<file path="config.mk">
export PLATFORM = sky130hd
export DESIGN_NAME = lam_monitor
export DESIGN_NICKNAME = d
export VERILOG_FILES = /design/src/hdl/lam_pkg.sv /design/src/hdl/lam_limit_check.sv /design/src/hdl/lam_alert_pin.sv /design/src/hdl/lam_monitor.sv
export SDC_FILE = /design/constraint.sdc
export NUM_CORES = 1
export LEC_CHECK = 0
export BUFFER_PORTS_ARGS = -buffer_cell sky130_fd_sc_hd__buf_2
export CORE_ASPECT_RATIO = 1.25
export CORE_MARGIN = 2
export CORE_UTILIZATION = 45
export CTS_CLUSTER_DIAMETER = 120
export CTS_CLUSTER_SIZE = 24
export DETAILED_ROUTE_END_ITERATION = 8
export PLACE_DENSITY_LB_ADDON = 0.12
export SLEW_MARGIN = 20
export SYNTH_ARGS = -nofsm -noshare
export SYNTH_HDL_FRONTEND = slang
export SYNTH_SLANG_ARGS = --single-unit
</file>
<file path="constraint.sdc">
create_clock -name clk_i -period 5 [get_ports clk_i]
set_input_delay 0.75 -clock clk_i [delete_from_list [all_inputs] [get_ports clk_i]]
set_output_delay 0.75 -clock clk_i [all_outputs]
set_load 0.05 [all_outputs]
</file>
<file path="src/hdl/lam_pkg.sv">
// Shared constants, register map and carrier types of the limit alert monitor
package lam_pkg;

  // Register port widths
  localparam int unsigned PTR_W  = 8;
  localparam int unsigned DATA_W = 16;

  // Register pointers
  localparam logic [7:0] PTR_DEVICE_CONFIG    = 8'h00;
  localparam logic [7:0] PTR_DIAG_STATUS      = 8'h0B;
  localparam logic [7:0] PTR_CUR_UNDER_THR    = 8'h0C;
  localparam logic [7:0] PTR_CUR_OVER_THR     = 8'h0D;
  localparam logic [7:0] PTR_BUS_OVER_THR     = 8'h0E;
  localparam logic [7:0] PTR_BUS_UNDER_THR    = 8'h0F;
  localparam logic [7:0] PTR_HEAT_OVER_THR    = 8'h10;
  localparam logic [7:0] PTR_PWR_OVER_THR     = 8'h11;

  // Reset values
  localparam logic [15:0] RST_CUR_UNDER_THR   = 16'h8000;
  localparam logic [15:0] RST_CUR_OVER_THR    = 16'h7FFF;
  localparam logic [15:0] RST_BUS_OVER_THR    = 16'h7FFF;
  localparam logic [15:0] RST_BUS_UNDER_THR   = 16'h0000;
  localparam logic [15:0] RST_HEAT_OVER_THR   = 16'hFFFF;
  localparam logic [15:0] RST_PWR_OVER_THR    = 16'h7FFF;
  localparam logic [14:0] RST_CONFIG_MISC     = 15'h0000;

  // Device configuration field
  localparam int unsigned CFG_SOFT_RESET_BIT  = 15;

  // Diagnostic status fields
  localparam int unsigned DIAG_HOLD_EN_BIT    = 15;
  localparam int unsigned DIAG_READY_EN_BIT   = 14;
  localparam int unsigned DIAG_AVG_EN_BIT     = 13;
  localparam int unsigned DIAG_HIGH_SEL_BIT   = 12;
  localparam int unsigned DIAG_ENERGY_WR_BIT  = 11;
  localparam int unsigned DIAG_CHARGE_WR_BIT  = 10;
  localparam int unsigned DIAG_MATH_OVF_BIT   = 9;
  localparam int unsigned DIAG_HEAT_OVER_BIT  = 7;
  localparam int unsigned DIAG_CUR_OVER_BIT   = 6;
  localparam int unsigned DIAG_CUR_UNDER_BIT  = 5;
  localparam int unsigned DIAG_BUS_OVER_BIT   = 4;
  localparam int unsigned DIAG_BUS_UNDER_BIT  = 3;
  localparam int unsigned DIAG_PWR_OVER_BIT   = 2;
  localparam int unsigned DIAG_CONV_RDY_BIT   = 1;
  localparam int unsigned DIAG_TRIM_OK_BIT    = 0;

  // One set of measurement results
  typedef struct packed {
    logic        valid;
    logic [15:0] current;
    logic [15:0] bus;
    logic [15:0] heat;
    logic [23:0] power;
  } lam_meas_s;

  // Six programmable thresholds
  typedef struct packed {
    logic [15:0] cur_under;
    logic [15:0] cur_over;
    logic [15:0] bus_over;
    logic [15:0] bus_under;
    logic [15:0] heat_over;
    logic [15:0] pwr_over;
  } lam_limits_s;

  // Out-of-range conditions
  typedef struct packed {
    logic cur_under;
    logic cur_over;
    logic bus_over;
    logic bus_under;
    logic heat_over;
    logic pwr_over;
  } lam_cond_s;

endpackage

</file>
<file path="src/hdl/lam_limit_check.sv">
// Threshold comparators for current, bus voltage, die heat and power
`timescale 1ns/1ps
module lam_limit_check
  import lam_pkg::*;
(
  // Results and thresholds
  input  lam_meas_s   meas_i,
  input  lam_limits_s limits_i,
  // Conditions
  output lam_cond_s   cond_o
);

  // Negative readings count as zero for positive-only quantities
  function automatic logic [15:0] lam_pos(input logic [15:0] x);
    lam_pos = x[15] ? 16'h0000 : x;
  endfunction

  always_comb begin
    cond_o.cur_under = $signed(meas_i.current) < $signed(limits_i.cur_under);
    cond_o.cur_over  = $signed(meas_i.current) > $signed(limits_i.cur_over);
    cond_o.pwr_over  = $signed(meas_i.power[23:8]) > $signed(limits_i.pwr_over);
    cond_o.bus_over  = lam_pos(meas_i.bus) > limits_i.bus_over;
    cond_o.bus_under = lam_pos(meas_i.bus) < limits_i.bus_under;
    cond_o.heat_over = lam_pos(meas_i.heat) > limits_i.heat_over;
  end

endmodule // lam_limit_check

</file>
<file path="src/hdl/lam_alert_pin.sv">
// Open-drain alert pin driver with selectable polarity
`timescale 1ns/1ps
module lam_alert_pin
  import lam_pkg::*;
(
  // Clock and reset
  input  logic clk_i,
  input  logic rst_i,
  // Control
  input  logic active_i,
  input  logic high_sel_i,
  // Pin
  input  logic alert_pin_i,
  output logic alert_pin_o,
  output logic alert_pin_oe_n_o
);

  typedef struct packed {
    logic oe_n;
  } lam_pin_s;

  lam_pin_s s;
  lam_pin_s next_s;

  // Pull low when active-low asserted, or when active-high idle
  always_comb begin
    next_s.oe_n = ~(high_sel_i ? ~active_i : active_i);
  end

  always_ff @(posedge clk_i) begin
    if (rst_i) begin
      s.oe_n <= 1'b1;
    end else begin
      s <= next_s;
    end
  end

  assign alert_pin_o      = 1'b0;
  assign alert_pin_oe_n_o = s.oe_n;

endmodule // lam_alert_pin

</file>
<file path="src/hdl/lam_monitor.sv">
// Limit alert monitor: thresholds, diagnostic status and alert line control
`timescale 1ns/1ps
module lam_monitor
  import lam_pkg::*;
(
  // Clock and reset
  input  logic              clk_i,
  input  logic              rst_i,
  // Register port from the serial interface
  input  logic              reg_wr_i,
  input  logic              reg_rd_i,
  input  logic [PTR_W-1:0]  reg_ptr_i,
  input  logic [DATA_W-1:0] reg_wdata_i,
  output logic [DATA_W-1:0] reg_rdata_o,
  // Measurement engine
  input  lam_meas_s         meas_single_i,
  input  lam_meas_s         meas_avg_i,
  input  logic              cycle_done_i,
  input  logic              adc_cfg_wr_i,
  input  logic              adc_cfg_shutdown_i,
  // Engine health events
  input  logic              math_ovf_i,
  input  logic              energy_ovf_i,
  input  logic              charge_ovf_i,
  input  logic              trim_ok_i,
  // Alert pin
  input  logic              alert_pin_i,
  output logic              alert_pin_o,
  output logic              alert_pin_oe_n_o
);

  typedef struct packed {
    lam_limits_s limits;
    lam_cond_s   cond;
    logic [14:0] cfg_misc;
    logic        hold_en;
    logic        ready_en;
    logic        avg_en;
    logic        high_sel;
    logic        math_ovf;
    logic        energy_wrap;
    logic        charge_wrap;
    logic        conv_ready;
    logic [15:0] rdata;
  } lam_state_s;

  lam_state_s s;
  lam_state_s next_s;

  // Default register contents
  function automatic lam_state_s lam_defaults();
    lam_state_s d;
    d                  = '0;
    d.limits.cur_under = RST_CUR_UNDER_THR;
    d.limits.cur_over  = RST_CUR_OVER_THR;
    d.limits.bus_over  = RST_BUS_OVER_THR;
    d.limits.bus_under = RST_BUS_UNDER_THR;
    d.limits.heat_over = RST_HEAT_OVER_THR;
    d.limits.pwr_over  = RST_PWR_OVER_THR;
    d.cfg_misc         = RST_CONFIG_MISC;
    return d;
  endfunction

  // Diagnostic status word
  function automatic logic [15:0] lam_diag_word(input lam_state_s st, input logic trim_ok);
    logic [15:0] w;
    w                     = '0;
    w[DIAG_HOLD_EN_BIT]   = st.hold_en;
    w[DIAG_READY_EN_BIT]  = st.ready_en;
    w[DIAG_AVG_EN_BIT]    = st.avg_en;
    w[DIAG_HIGH_SEL_BIT]  = st.high_sel;
    w[DIAG_ENERGY_WR_BIT] = st.energy_wrap;
    w[DIAG_CHARGE_WR_BIT] = st.charge_wrap;
    w[DIAG_MATH_OVF_BIT]  = st.math_ovf;
    w[DIAG_HEAT_OVER_BIT] = st.cond.heat_over;
    w[DIAG_CUR_OVER_BIT]  = st.cond.cur_over;
    w[DIAG_CUR_UNDER_BIT] = st.cond.cur_under;
    w[DIAG_BUS_OVER_BIT]  = st.cond.bus_over;
    w[DIAG_BUS_UNDER_BIT] = st.cond.bus_under;
    w[DIAG_PWR_OVER_BIT]  = st.cond.pwr_over;
    w[DIAG_CONV_RDY_BIT]  = st.conv_ready;
    w[DIAG_TRIM_OK_BIT]   = trim_ok;
    return w;
  endfunction

  // Register read mux
  function automatic logic [15:0] lam_read(input lam_state_s st, input logic [7:0] ptr, input logic trim_ok);
    logic [15:0] v;
    v = '0;
    unique case (ptr)
      PTR_DEVICE_CONFIG: v = {1'b0, st.cfg_misc};
      PTR_DIAG_STATUS:   v = lam_diag_word(st, trim_ok);
      PTR_CUR_UNDER_THR: v = st.limits.cur_under;
      PTR_CUR_OVER_THR:  v = st.limits.cur_over;
      PTR_BUS_OVER_THR:  v = st.limits.bus_over;
      PTR_BUS_UNDER_THR: v = st.limits.bus_under;
      PTR_HEAT_OVER_THR: v = st.limits.heat_over;
      PTR_PWR_OVER_THR:  v = st.limits.pwr_over;
      default:           v = '0;
    endcase
    return v;
  endfunction

  lam_meas_s   meas_sel;
  lam_cond_s   cond_new;
  logic        diag_rd;
  logic        soft_rst;
  logic        ready_clr;
  logic        line_active;

  // Averaged or single results feed the comparators
  assign meas_sel = s.avg_en ? meas_avg_i : meas_single_i;

  lam_limit_check u_check (
    .meas_i   (meas_sel),
    .limits_i (s.limits),
    .cond_o   (cond_new)
  );

  assign diag_rd   = reg_rd_i && (reg_ptr_i == PTR_DIAG_STATUS);
  assign soft_rst  = reg_wr_i && (reg_ptr_i == PTR_DEVICE_CONFIG) && reg_wdata_i[CFG_SOFT_RESET_BIT];
  assign ready_clr = diag_rd || (adc_cfg_wr_i && !adc_cfg_shutdown_i);

  always_comb begin
    next_s = s;

    // Condition flags
    if (s.hold_en) begin
      if (diag_rd) begin
        next_s.cond = '0;
      end
      if (meas_sel.valid) begin
        next_s.cond = (diag_rd ? lam_cond_s'('0) : s.cond) | cond_new;
      end
    end else if (meas_sel.valid) begin
      next_s.cond = cond_new;
    end

    // Conversion ready: set wins over clear
    if (ready_clr) begin
      next_s.conv_ready = 1'b0;
    end
    if (cycle_done_i) begin
      next_s.conv_ready = 1'b1;
    end

    // Sticky health flags, cleared by a status read
    next_s.math_ovf    = math_ovf_i   | (s.math_ovf    & ~diag_rd);
    next_s.energy_wrap = energy_ovf_i | (s.energy_wrap & ~diag_rd);
    next_s.charge_wrap = charge_ovf_i | (s.charge_wrap & ~diag_rd);

    // Read data captured with the request
    if (reg_rd_i) begin
      next_s.rdata = lam_read(s, reg_ptr_i, trim_ok_i);
    end

    // Register writes
    if (reg_wr_i) begin
      unique case (reg_ptr_i)
        PTR_DEVICE_CONFIG: next_s.cfg_misc = reg_wdata_i[14:0];
        PTR_DIAG_STATUS: begin
          next_s.hold_en  = reg_wdata_i[DIAG_HOLD_EN_BIT];
          next_s.ready_en = reg_wdata_i[DIAG_READY_EN_BIT];
          next_s.avg_en   = reg_wdata_i[DIAG_AVG_EN_BIT];
          next_s.high_sel = reg_wdata_i[DIAG_HIGH_SEL_BIT];
        end
        PTR_CUR_UNDER_THR: next_s.limits.cur_under = reg_wdata_i;
        PTR_CUR_OVER_THR:  next_s.limits.cur_over  = reg_wdata_i;
        PTR_BUS_OVER_THR:  next_s.limits.bus_over  = reg_wdata_i;
        PTR_BUS_UNDER_THR: next_s.limits.bus_under = reg_wdata_i;
        PTR_HEAT_OVER_THR: next_s.limits.heat_over = reg_wdata_i;
        PTR_PWR_OVER_THR:  next_s.limits.pwr_over  = reg_wdata_i;
        default: ;
      endcase
    end

    // Soft reset returns every register to its default
    if (soft_rst) begin
      next_s = lam_defaults();
    end
  end

  always_ff @(posedge clk_i) begin
    if (rst_i) begin
      s <= lam_defaults();
    end else begin
      s <= next_s;
    end
  end

  // Only limit conditions and conversion events reach the line
  assign line_active = (|s.cond) || (s.ready_en && s.conv_ready);

  lam_alert_pin u_pin (
    .clk_i            (clk_i),
    .rst_i            (rst_i),
    .active_i         (line_active),
    .high_sel_i       (s.high_sel),
    .alert_pin_i      (alert_pin_i),
    .alert_pin_o      (alert_pin_o),
    .alert_pin_oe_n_o (alert_pin_oe_n_o)
  );

  assign reg_rdata_o = s.rdata;

endmodule // lam_monitor

</file>
==> results of run 1 <==
[synth_stat cells, types with 4 or more instances]
cell type	number
sky130_fd_sc_hd__mux4_2	16
sky130_fd_sc_hd__buf_2	20
sky130_fd_sc_hd__ha_1	89
sky130_fd_sc_hd__a21oi_1	64
sky130_fd_sc_hd__nand3_1	12
sky130_fd_sc_hd__buf_4	20
sky130_fd_sc_hd__and3_1	6
sky130_fd_sc_hd__clkbuf_1	30
sky130_fd_sc_hd__nor2_1	69
sky130_fd_sc_hd__mux2_2	32
sky130_fd_sc_hd__nor3_1	6
sky130_fd_sc_hd__or2_2	4
sky130_fd_sc_hd__dfxtp_1	142
sky130_fd_sc_hd__nand2_1	175
sky130_fd_sc_hd__a21o_1	11
sky130_fd_sc_hd__buf_1	12
sky130_fd_sc_hd__a22oi_1	31
sky130_fd_sc_hd__a2111oi_0	4
sky130_fd_sc_hd__a22o_1	33
sky130_fd_sc_hd__a31oi_1	4
sky130_fd_sc_hd__nand4_1	13
sky130_fd_sc_hd__mux2i_1	49
sky130_fd_sc_hd__o21ai_0	16
sky130_fd_sc_hd__inv_1	90
sky130_fd_sc_hd__nor2b_1	8
sky130_fd_sc_hd__o211ai_1	60
[cells in the final DEF, fill, tap and decap left out, types with 4 or more instances in the layout]
| cell type | n |
|---|---|
| sky130_fd_sc_hd__buf_2 | 181 |
| sky130_fd_sc_hd__nand2_1 | 175 |
| sky130_fd_sc_hd__dfxtp_1 | 141 |
| sky130_fd_sc_hd__inv_1 | 90 |
| sky130_fd_sc_hd__ha_1 | 89 |
| sky130_fd_sc_hd__nor2_1 | 69 |
| sky130_fd_sc_hd__a21oi_1 | 64 |
| sky130_fd_sc_hd__o211ai_1 | 60 |
| sky130_fd_sc_hd__mux2i_1 | 49 |
| sky130_fd_sc_hd__a22o_1 | 33 |
| sky130_fd_sc_hd__mux2_2 | 32 |
| sky130_fd_sc_hd__a22oi_1 | 31 |
| sky130_fd_sc_hd__clkbuf_16 | 18 |
| sky130_fd_sc_hd__o21ai_0 | 16 |
| sky130_fd_sc_hd__mux4_2 | 16 |
| sky130_fd_sc_hd__nand4_1 | 13 |
| sky130_fd_sc_hd__nand3_1 | 12 |
| sky130_fd_sc_hd__a21o_1 | 11 |
| sky130_fd_sc_hd__buf_4 | 11 |
| sky130_fd_sc_hd__nor2b_1 | 8 |
| sky130_fd_sc_hd__and3_1 | 6 |
| sky130_fd_sc_hd__or2_2 | 4 |
| sky130_fd_sc_hd__nor3_1 | 4 |
| sky130_fd_sc_hd__a31oi_1 | 4 |
| sky130_fd_sc_hd__a2111oi_0 | 4 |
| sky130_fd_sc_hd__clkbuf_8 | 4 |
[logic make-up after synthesis]
logic type	count (synthesis)	synth area share, %
compound gates	247	19.0
flops	142	31.4
buf+inv	174	8.48
mux	97	13.4
other cells	1	0.0414
simple gates	314	15.1
xor+xnor	2	0.193
fa+ha+maj	90	12.4
[final cells by class]
type                            count  share of cell area [%]
Clock buffer                       22                    4.78
Clock inverter                      8                   0.758
Inverter                           90                    3.20
Multi-Input combinational cell    751                    51.8
Sequential cell                   142                    26.9
Tap cell                          270                    3.20
Timing Repair Buffer              192                    9.35
[worst reg2reg max path, cell delays in order, from the launching register on]
cell and delay [ns]:
sky130_fd_sc_hd__dfxtp_4 0.37, sky130_fd_sc_hd__buf_4 0.45, sky130_fd_sc_hd__mux2i_1 0.28, sky130_fd_sc_hd__nor2_1 0.10
sky130_fd_sc_hd__ha_1 0.31, sky130_fd_sc_hd__a21o_1 0.18, sky130_fd_sc_hd__a21oi_1 0.14, sky130_fd_sc_hd__nor2_1 0.05
sky130_fd_sc_hd__a2111oi_0 0.66, sky130_fd_sc_hd__o221ai_1 0.21, sky130_fd_sc_hd__a22o_1 0.22
[stage by stage]
step                      cell area (um^2)  cells  util, %  total power, mW  hold slack [ns]
after global routing                 10600   1475     53.0             2.79            0.477
after CTS                            10600   1475     53.0             2.71            0.455
after floorplan                       9060   1067        -             1.33            0.437
after detailed placement              9980   1445     50.0             1.47            0.447
after global placement                9980   1445     50.0             1.47            0.442
final                                10600   1475     53.0             2.69            0.457
[power by group through the flow]
| stage | sequential [mW] | clock, mW | combinational [mW] |
|---|---|---|---|
| 6_report | 1.15 | 1.25 | 0.303 |
| 5_1_grt | 1.15 | 1.31 | 0.332 |
| 4_1_cts | 1.14 | 1.27 | 0.301 |
| 2_1_floorplan | 1.17 | 0 | 0.160 |
| 3_3_place_gp | 1.17 | 0 | 0.297 |
| 3_5_place_dp | 1.17 | 0 | 0.300 |
[worst paths after layout]
| check | endpoint | slack, ns | cells after the start |
|---|---|---|---|
| setup / recovery | s[39] | 1.82 | 8 |
| hold / removal | s[28] | 0.46 | 2 |
| setup reg to reg | s[42] | 1.93 | 10 |
| hold reg to reg | s[28] | 0.46 | 2 |
[flip-flops by register name, summed over array words and instances (netlist names)]
name / count
reg_rdata_o: 16
s: 125
u_pin.alert_pin_oe_n_o: 1
[layer usage]
metal  GRT usage, %  wire, um  share of wire [%]  vias up
li1               -         -                  -     4039
met5              0         0                  0        -
met4           11.4      1070                3.8        0
met3           4.80      1490                5.3       54
met2           44.4     13700                 48      247
met1           34.5     12000                 43     3760
==> results.cfg, run 1 <==
[logic_synthesis]
synthesized_net_count = 1338
edff_count_synth = 0
number_of_synthesis_warnings = 0
synthDistinctLibCells = 54
synth.cell_area_mm2 = 0.00906
asyncSetResetFlopFracSynth_pct = 0
synth_sequential_area_ratio_pct = 31.4
avg_cell_area_syn_um2 = 8.49
synthFlopType = sky130_fd_sc_hd__dfxtp_1
dominant_cells_by_area_after_synthesis = sky130_fd_sc_hd__dfxtp_1 31%, sky130_fd_sc_hd__ha_1 12%, sky130_fd_sc_hd__nand2_1 7.3%
share_of_the_synthesized_area_in_the_top_cell_type_pct = 31.4
postSynthCellCount = 1067
ys_seq_elements = 142
synth_area_leader_cell = sky130_fd_sc_hd__dfxtp_1

[place]
place.detailed.hpwl_um = 21600
pre_cts_slack_ns = 1.41
port-buffer-count = 181
globalplace.congestion = 0.952

[drt]
viasPerCell = 5.49
drt-initial-drc-count = 719
first_pass_iters = 5
route.detailed.drc = 0
detail_route.wl_per_cell_um = 19.1
num_vias = 8100
final_antenna_net_count = 0
wirelength_um = 28200

[power]
power.clock.fraction_pct = 46.2
p_leak_nw = 4.82
switching_share_pct = 24.6
power.switching_mw = 0.664
share_comb_of_total_power_pct = 11.3
seqPwrFrac_pct = 42.5
ir_worst_vdd_uv = 252
internal-power_mw = 2.03
powerDensity_mw_per_mm2 = 255

[finish]
area_grow_syn2layout_pct = 16.7
layout.area.seq_mm2 = 0.00285
final_nets = 1465
layout_cell_share_with_drive_strength_beyond_1_pct = 23.4
n_fill_cell = 1929
multi_input_comb_area_mm2 = 0.00547
antennaDiodeCount = 0

[die]
floorplan.rows = 58
die_width_um = 131
initial_core_util_pct = 45.4
boundaryPins = 200
core_area_mm2 = 0.0200
dieArea_mm2 = 0.0213
die_h_um = 163

[critical_path]
r2r_start = s[21]
worstPathBufferInverterCount = 3
worstPathArrival_ns = 3.55
crit_path_max_fo = 26
cp-startpoint = reg_ptr_i[0]
cp_slowest_cell = sky130_fd_sc_hd__a311oi_1
crit_path_frequent_cell = sky130_fd_sc_hd__buf_4
critPathTopFamily = compound AO/OA/AOI/OAI gates
timing.critical_path.cells = buf_2 -> nor4_4 -> buf_4 -> and3_1 -> a21o_4 -> a311oi_1 -> buf_4 -> a22o_1
max_stage_delay_ns = 0.61
criticalPathCategory = in -> reg
worst_ep_required_time_ns = 5.37
timing.critical_path.from_type = input port
endpoint_kind = flop

[sta]
min_period_over_period_pct = 63.6
final_max_slew_viol_count = 0
max_slew.worst_pin.slew_ns = 1.05
final.setup_skew_ns = 0.00842
slew-limit-headroom_pct = 29.7
setup_viol_count_final = 0
fmax_mhz = 315
report.final.hold_viol_count = 0
rsz_0062_raised_after_global_routing = no
setup_tns_ns = 0
finalWorstSetupSlack_ns = 1.82
shortest_period_the_worst_path_allows_ns = 3.18

[cts]
cts.reportedPaths.clkPinSlew_ns = 0.06
ctsLongestPathBuffers = 2
cts_made_buffers = 17
htreeDepth = 4
clock_tree_root_driver_cell = sky130_fd_sc_hd__clkbuf_16
postCtsHoldBufs = 0
clk-insertion-delay-late_ns = 0.43
cts_tree = yes
post_cts_buffers = 0
post_cts_resize_count = 0
clock_sinks = 142

[flow_run]
cap_violations = 0

[status]
outcome = completed

[global_route]
grt_pass1_vias = 7584
wire_length_of_the_first_global_routing_pass_um = 42700
antenna_violations_before_repair = 0
pin_count_of_the_biggest_net_entering_global_routing = 38
grt.total_usage_pct = 26.9
gr-total-overflow = 0

[worst_hold_path]
hold_path_class = reg -> reg
hold_path_startpoint = s[28]
No activity file was read; power rests on OpenSTA's default activity.
==> inputs of run 2 (changes only) <==
clock period = 3 ns   (was 5 ns; I/O delays follow)
==> run 2 against run 1 <==
- sequential share of layout area fell by 0.33 points
- combinational power rose by 69%
- non-clock buffer count rose by 14
- routed wire length rose by 1.8%
- via count rose by 0.95%
- utilization rose by 0.66 points
==> results.cfg, run 2 (synthesis gave the netlist of run 1 again) <==
[status]
outcome = completed

[global_route]
grt_pass1_vias = 7680
globalRouteMet2Util_pct = 45.5
met3_usage_pct = 3.91
global_route.peak_usage_layer = met2
grt.total_usage_pct = 27.0
gr-total-overflow = 0
antenna_violations_before_repair = 0
pin_count_of_the_biggest_net_entering_global_routing = 54
use_met1_pct = 34.4
wire_length_of_the_first_global_routing_pass_um = 42800

[place]
port-buffer-count = 181
globalplace.congestion = 0.916
placement.cell_area_mm2 = 0.0101
place.detailed.hpwl_um = 22200

[cts]
post_cts_buffers = 0
clock_tree_root_driver_cell = sky130_fd_sc_hd__clkbuf_16
clk-insertion-delay-late_ns = 0.42
postCtsHoldBufs = 0
ctsLongestPathBuffers = 2
cts_tree = yes
post_cts_resize_count = 0
htreeDepth = 4
clock_sinks = 142
cts.reportedPaths.clkPinSlew_ns = 0.06
cts_made_buffers = 17

[sta]
max_slew.worst_pin.slew_ns = 0.957
fmax_mhz = 359
final.setup_skew_ns = 0.00873
shortest_period_the_worst_path_allows_ns = 2.79
final_max_slew_viol_count = 0
setup_tns_ns = 0
min_period_over_period_pct = 92.8
setup_viol_count_final = 0
rsz_0062_raised_after_global_routing = no
slew-limit-headroom_pct = 36.0
report.final.hold_viol_count = 0

[drt]
first_pass_iters = 5
detail_route.wl_per_cell_um = 19.3
route.detailed.drc = 0
num_vias = 8177
final_antenna_net_count = 0
drt-initial-drc-count = 664
viasPerCell = 5.48
wirelength_um = 28700

[finish]
layout.area.seq_mm2 = 0.00285
layout.cells.most_common = sky130_fd_sc_hd__buf_2
n_fill_cell = 1863
final_nets = 1479
number_of_flip_flops_in_the_largest_register = 125
most-common-layout-cells = 181 x sky130_fd_sc_hd__buf_2, 175 x sky130_fd_sc_hd__nand2_1, 141 x sky130_fd_sc_hd__dfxtp_1
finalInstanceArea_mm2 = 0.0107
largest-register = s
layout_cell_share_with_drive_strength_beyond_1_pct = 24.3
multi_input_comb_area_mm2 = 0.00548
antennaDiodeCount = 0
area_grow_syn2layout_pct = 18.1

[critical_path]
worst-r2r-setup-slack_ns = 0.21
reg2regPathDepth = 8
worst_ep_required_time_ns = 3.32
r2r_start = s[21]
critical_path_cell_count = 8
timing.rr.end = s[39]
max_stage_delay_ns = 0.54
endpoint_kind = flop
crit_path_max_fo = 34
timing.critical_path.from_type = flop
cp_slowest_cell = sky130_fd_sc_hd__a2111oi_0
criticalPathCategory = reg -> reg
timing.critical_path.cells = buf_12 -> mux2_2 -> ha_1 -> a21o_1 -> a2111oi_0 -> o21bai_1 -> or4_1 -> a22o_1
worstPathBufferInverterCount = 1
critPathTopFamily = compound AO/OA/AOI/OAI gates
worstPathArrival_ns = 3.10

[power]
p_leak_nw = 4.89
ir_worst_vdd_uv = 388
powerDensity_mw_per_mm2 = 422

[worst_hold_path]
min_delay_worst_endpoint = s[19]
worstHoldPathCells = 3
hold_path_startpoint = math_ovf_i
hold_path_class = in -> reg

[die]
dieArea_mm2 = 0.0213
die_width_um = 131
die_h_um = 163
floorplan.rows = 58
core_area_mm2 = 0.0200
boundaryPins = 200
initial_core_util_pct = 45.4

[flow_run]
cap_violations = 0
run 2: cell count changes in the layout (fill, tap and decap cells not counted), sizes merged:
| cell | delta |
|---|---|
| buf | +14 |
| bufinv | +1 |
| clkbuf | -2 |
| clkinv | +1 |
| clkinvlp | +1 |
| inv | +1 |
run 2: power by group:
group | internal (mW) | switching, mW | total, mW
sequential | 1.90 | 0.0114 | 1.91
clock | 1.25 | 0.842 | 2.09
combinational | 0.223 | 0.289 | 0.512
total | 3.37 | 1.14 | 4.51
run 2: worst max-delay path by stage:
stage                      from     to  slack [ns]
final                     s[21]  s[39]        0.21
after global routing      s[21]  s[39]        0.13
after CTS                 s[21]  s[39]        0.28
after detailed placement  s[21]  s[39]        0.31
after global placement    s[21]  s[39]        0.31
after floorplan           s[21]  s[39]        0.04
run 2: layer usage:
layer	routed length (um)	vias up
met5	0	-
met4	1160	0
met3	1450	55
met2	13900	274
met1	12200	3772
li1	-	4076
run 2: worst min-delay path: stages:
cell and delay (ns):
sky130_fd_sc_hd__buf_2 0.08, sky130_fd_sc_hd__a21oi_1 0.03, sky130_fd_sc_hd__nor2_1 0.07
run 2: per-stage QoR:
stage / hold WS [ns] / worst slack, ns / total power, mW / std cells / util, %
detailed placement: 0.448 / 0.306 / 2.46 / 1459 / 50.7
CTS: 0.224 / 0.275 / 4.53 / 1491 / 53.6
global route: 0.246 / 0.134 / 4.67 / 1491 / 53.6
finish: 0.240 / 0.215 / 4.51 / 1491 / 53.6
global placement: 0.442 / 0.312 / 2.45 / 1459 / 50.7
floorplan: 0.437 / 0.0380 / 2.22 / 1067 / -
run 2: layout make-up:
cell class | instances | share of cell area [%]
repair buffers | 206 | 10.5
inverters | 90 | 3.16
multi-input cells | 751 | 51.2
well taps | 270 | 3.16
flip-flops and latches | 142 | 26.6
clock buffers | 20 | 4.17
clock inverters | 12 | 1.26
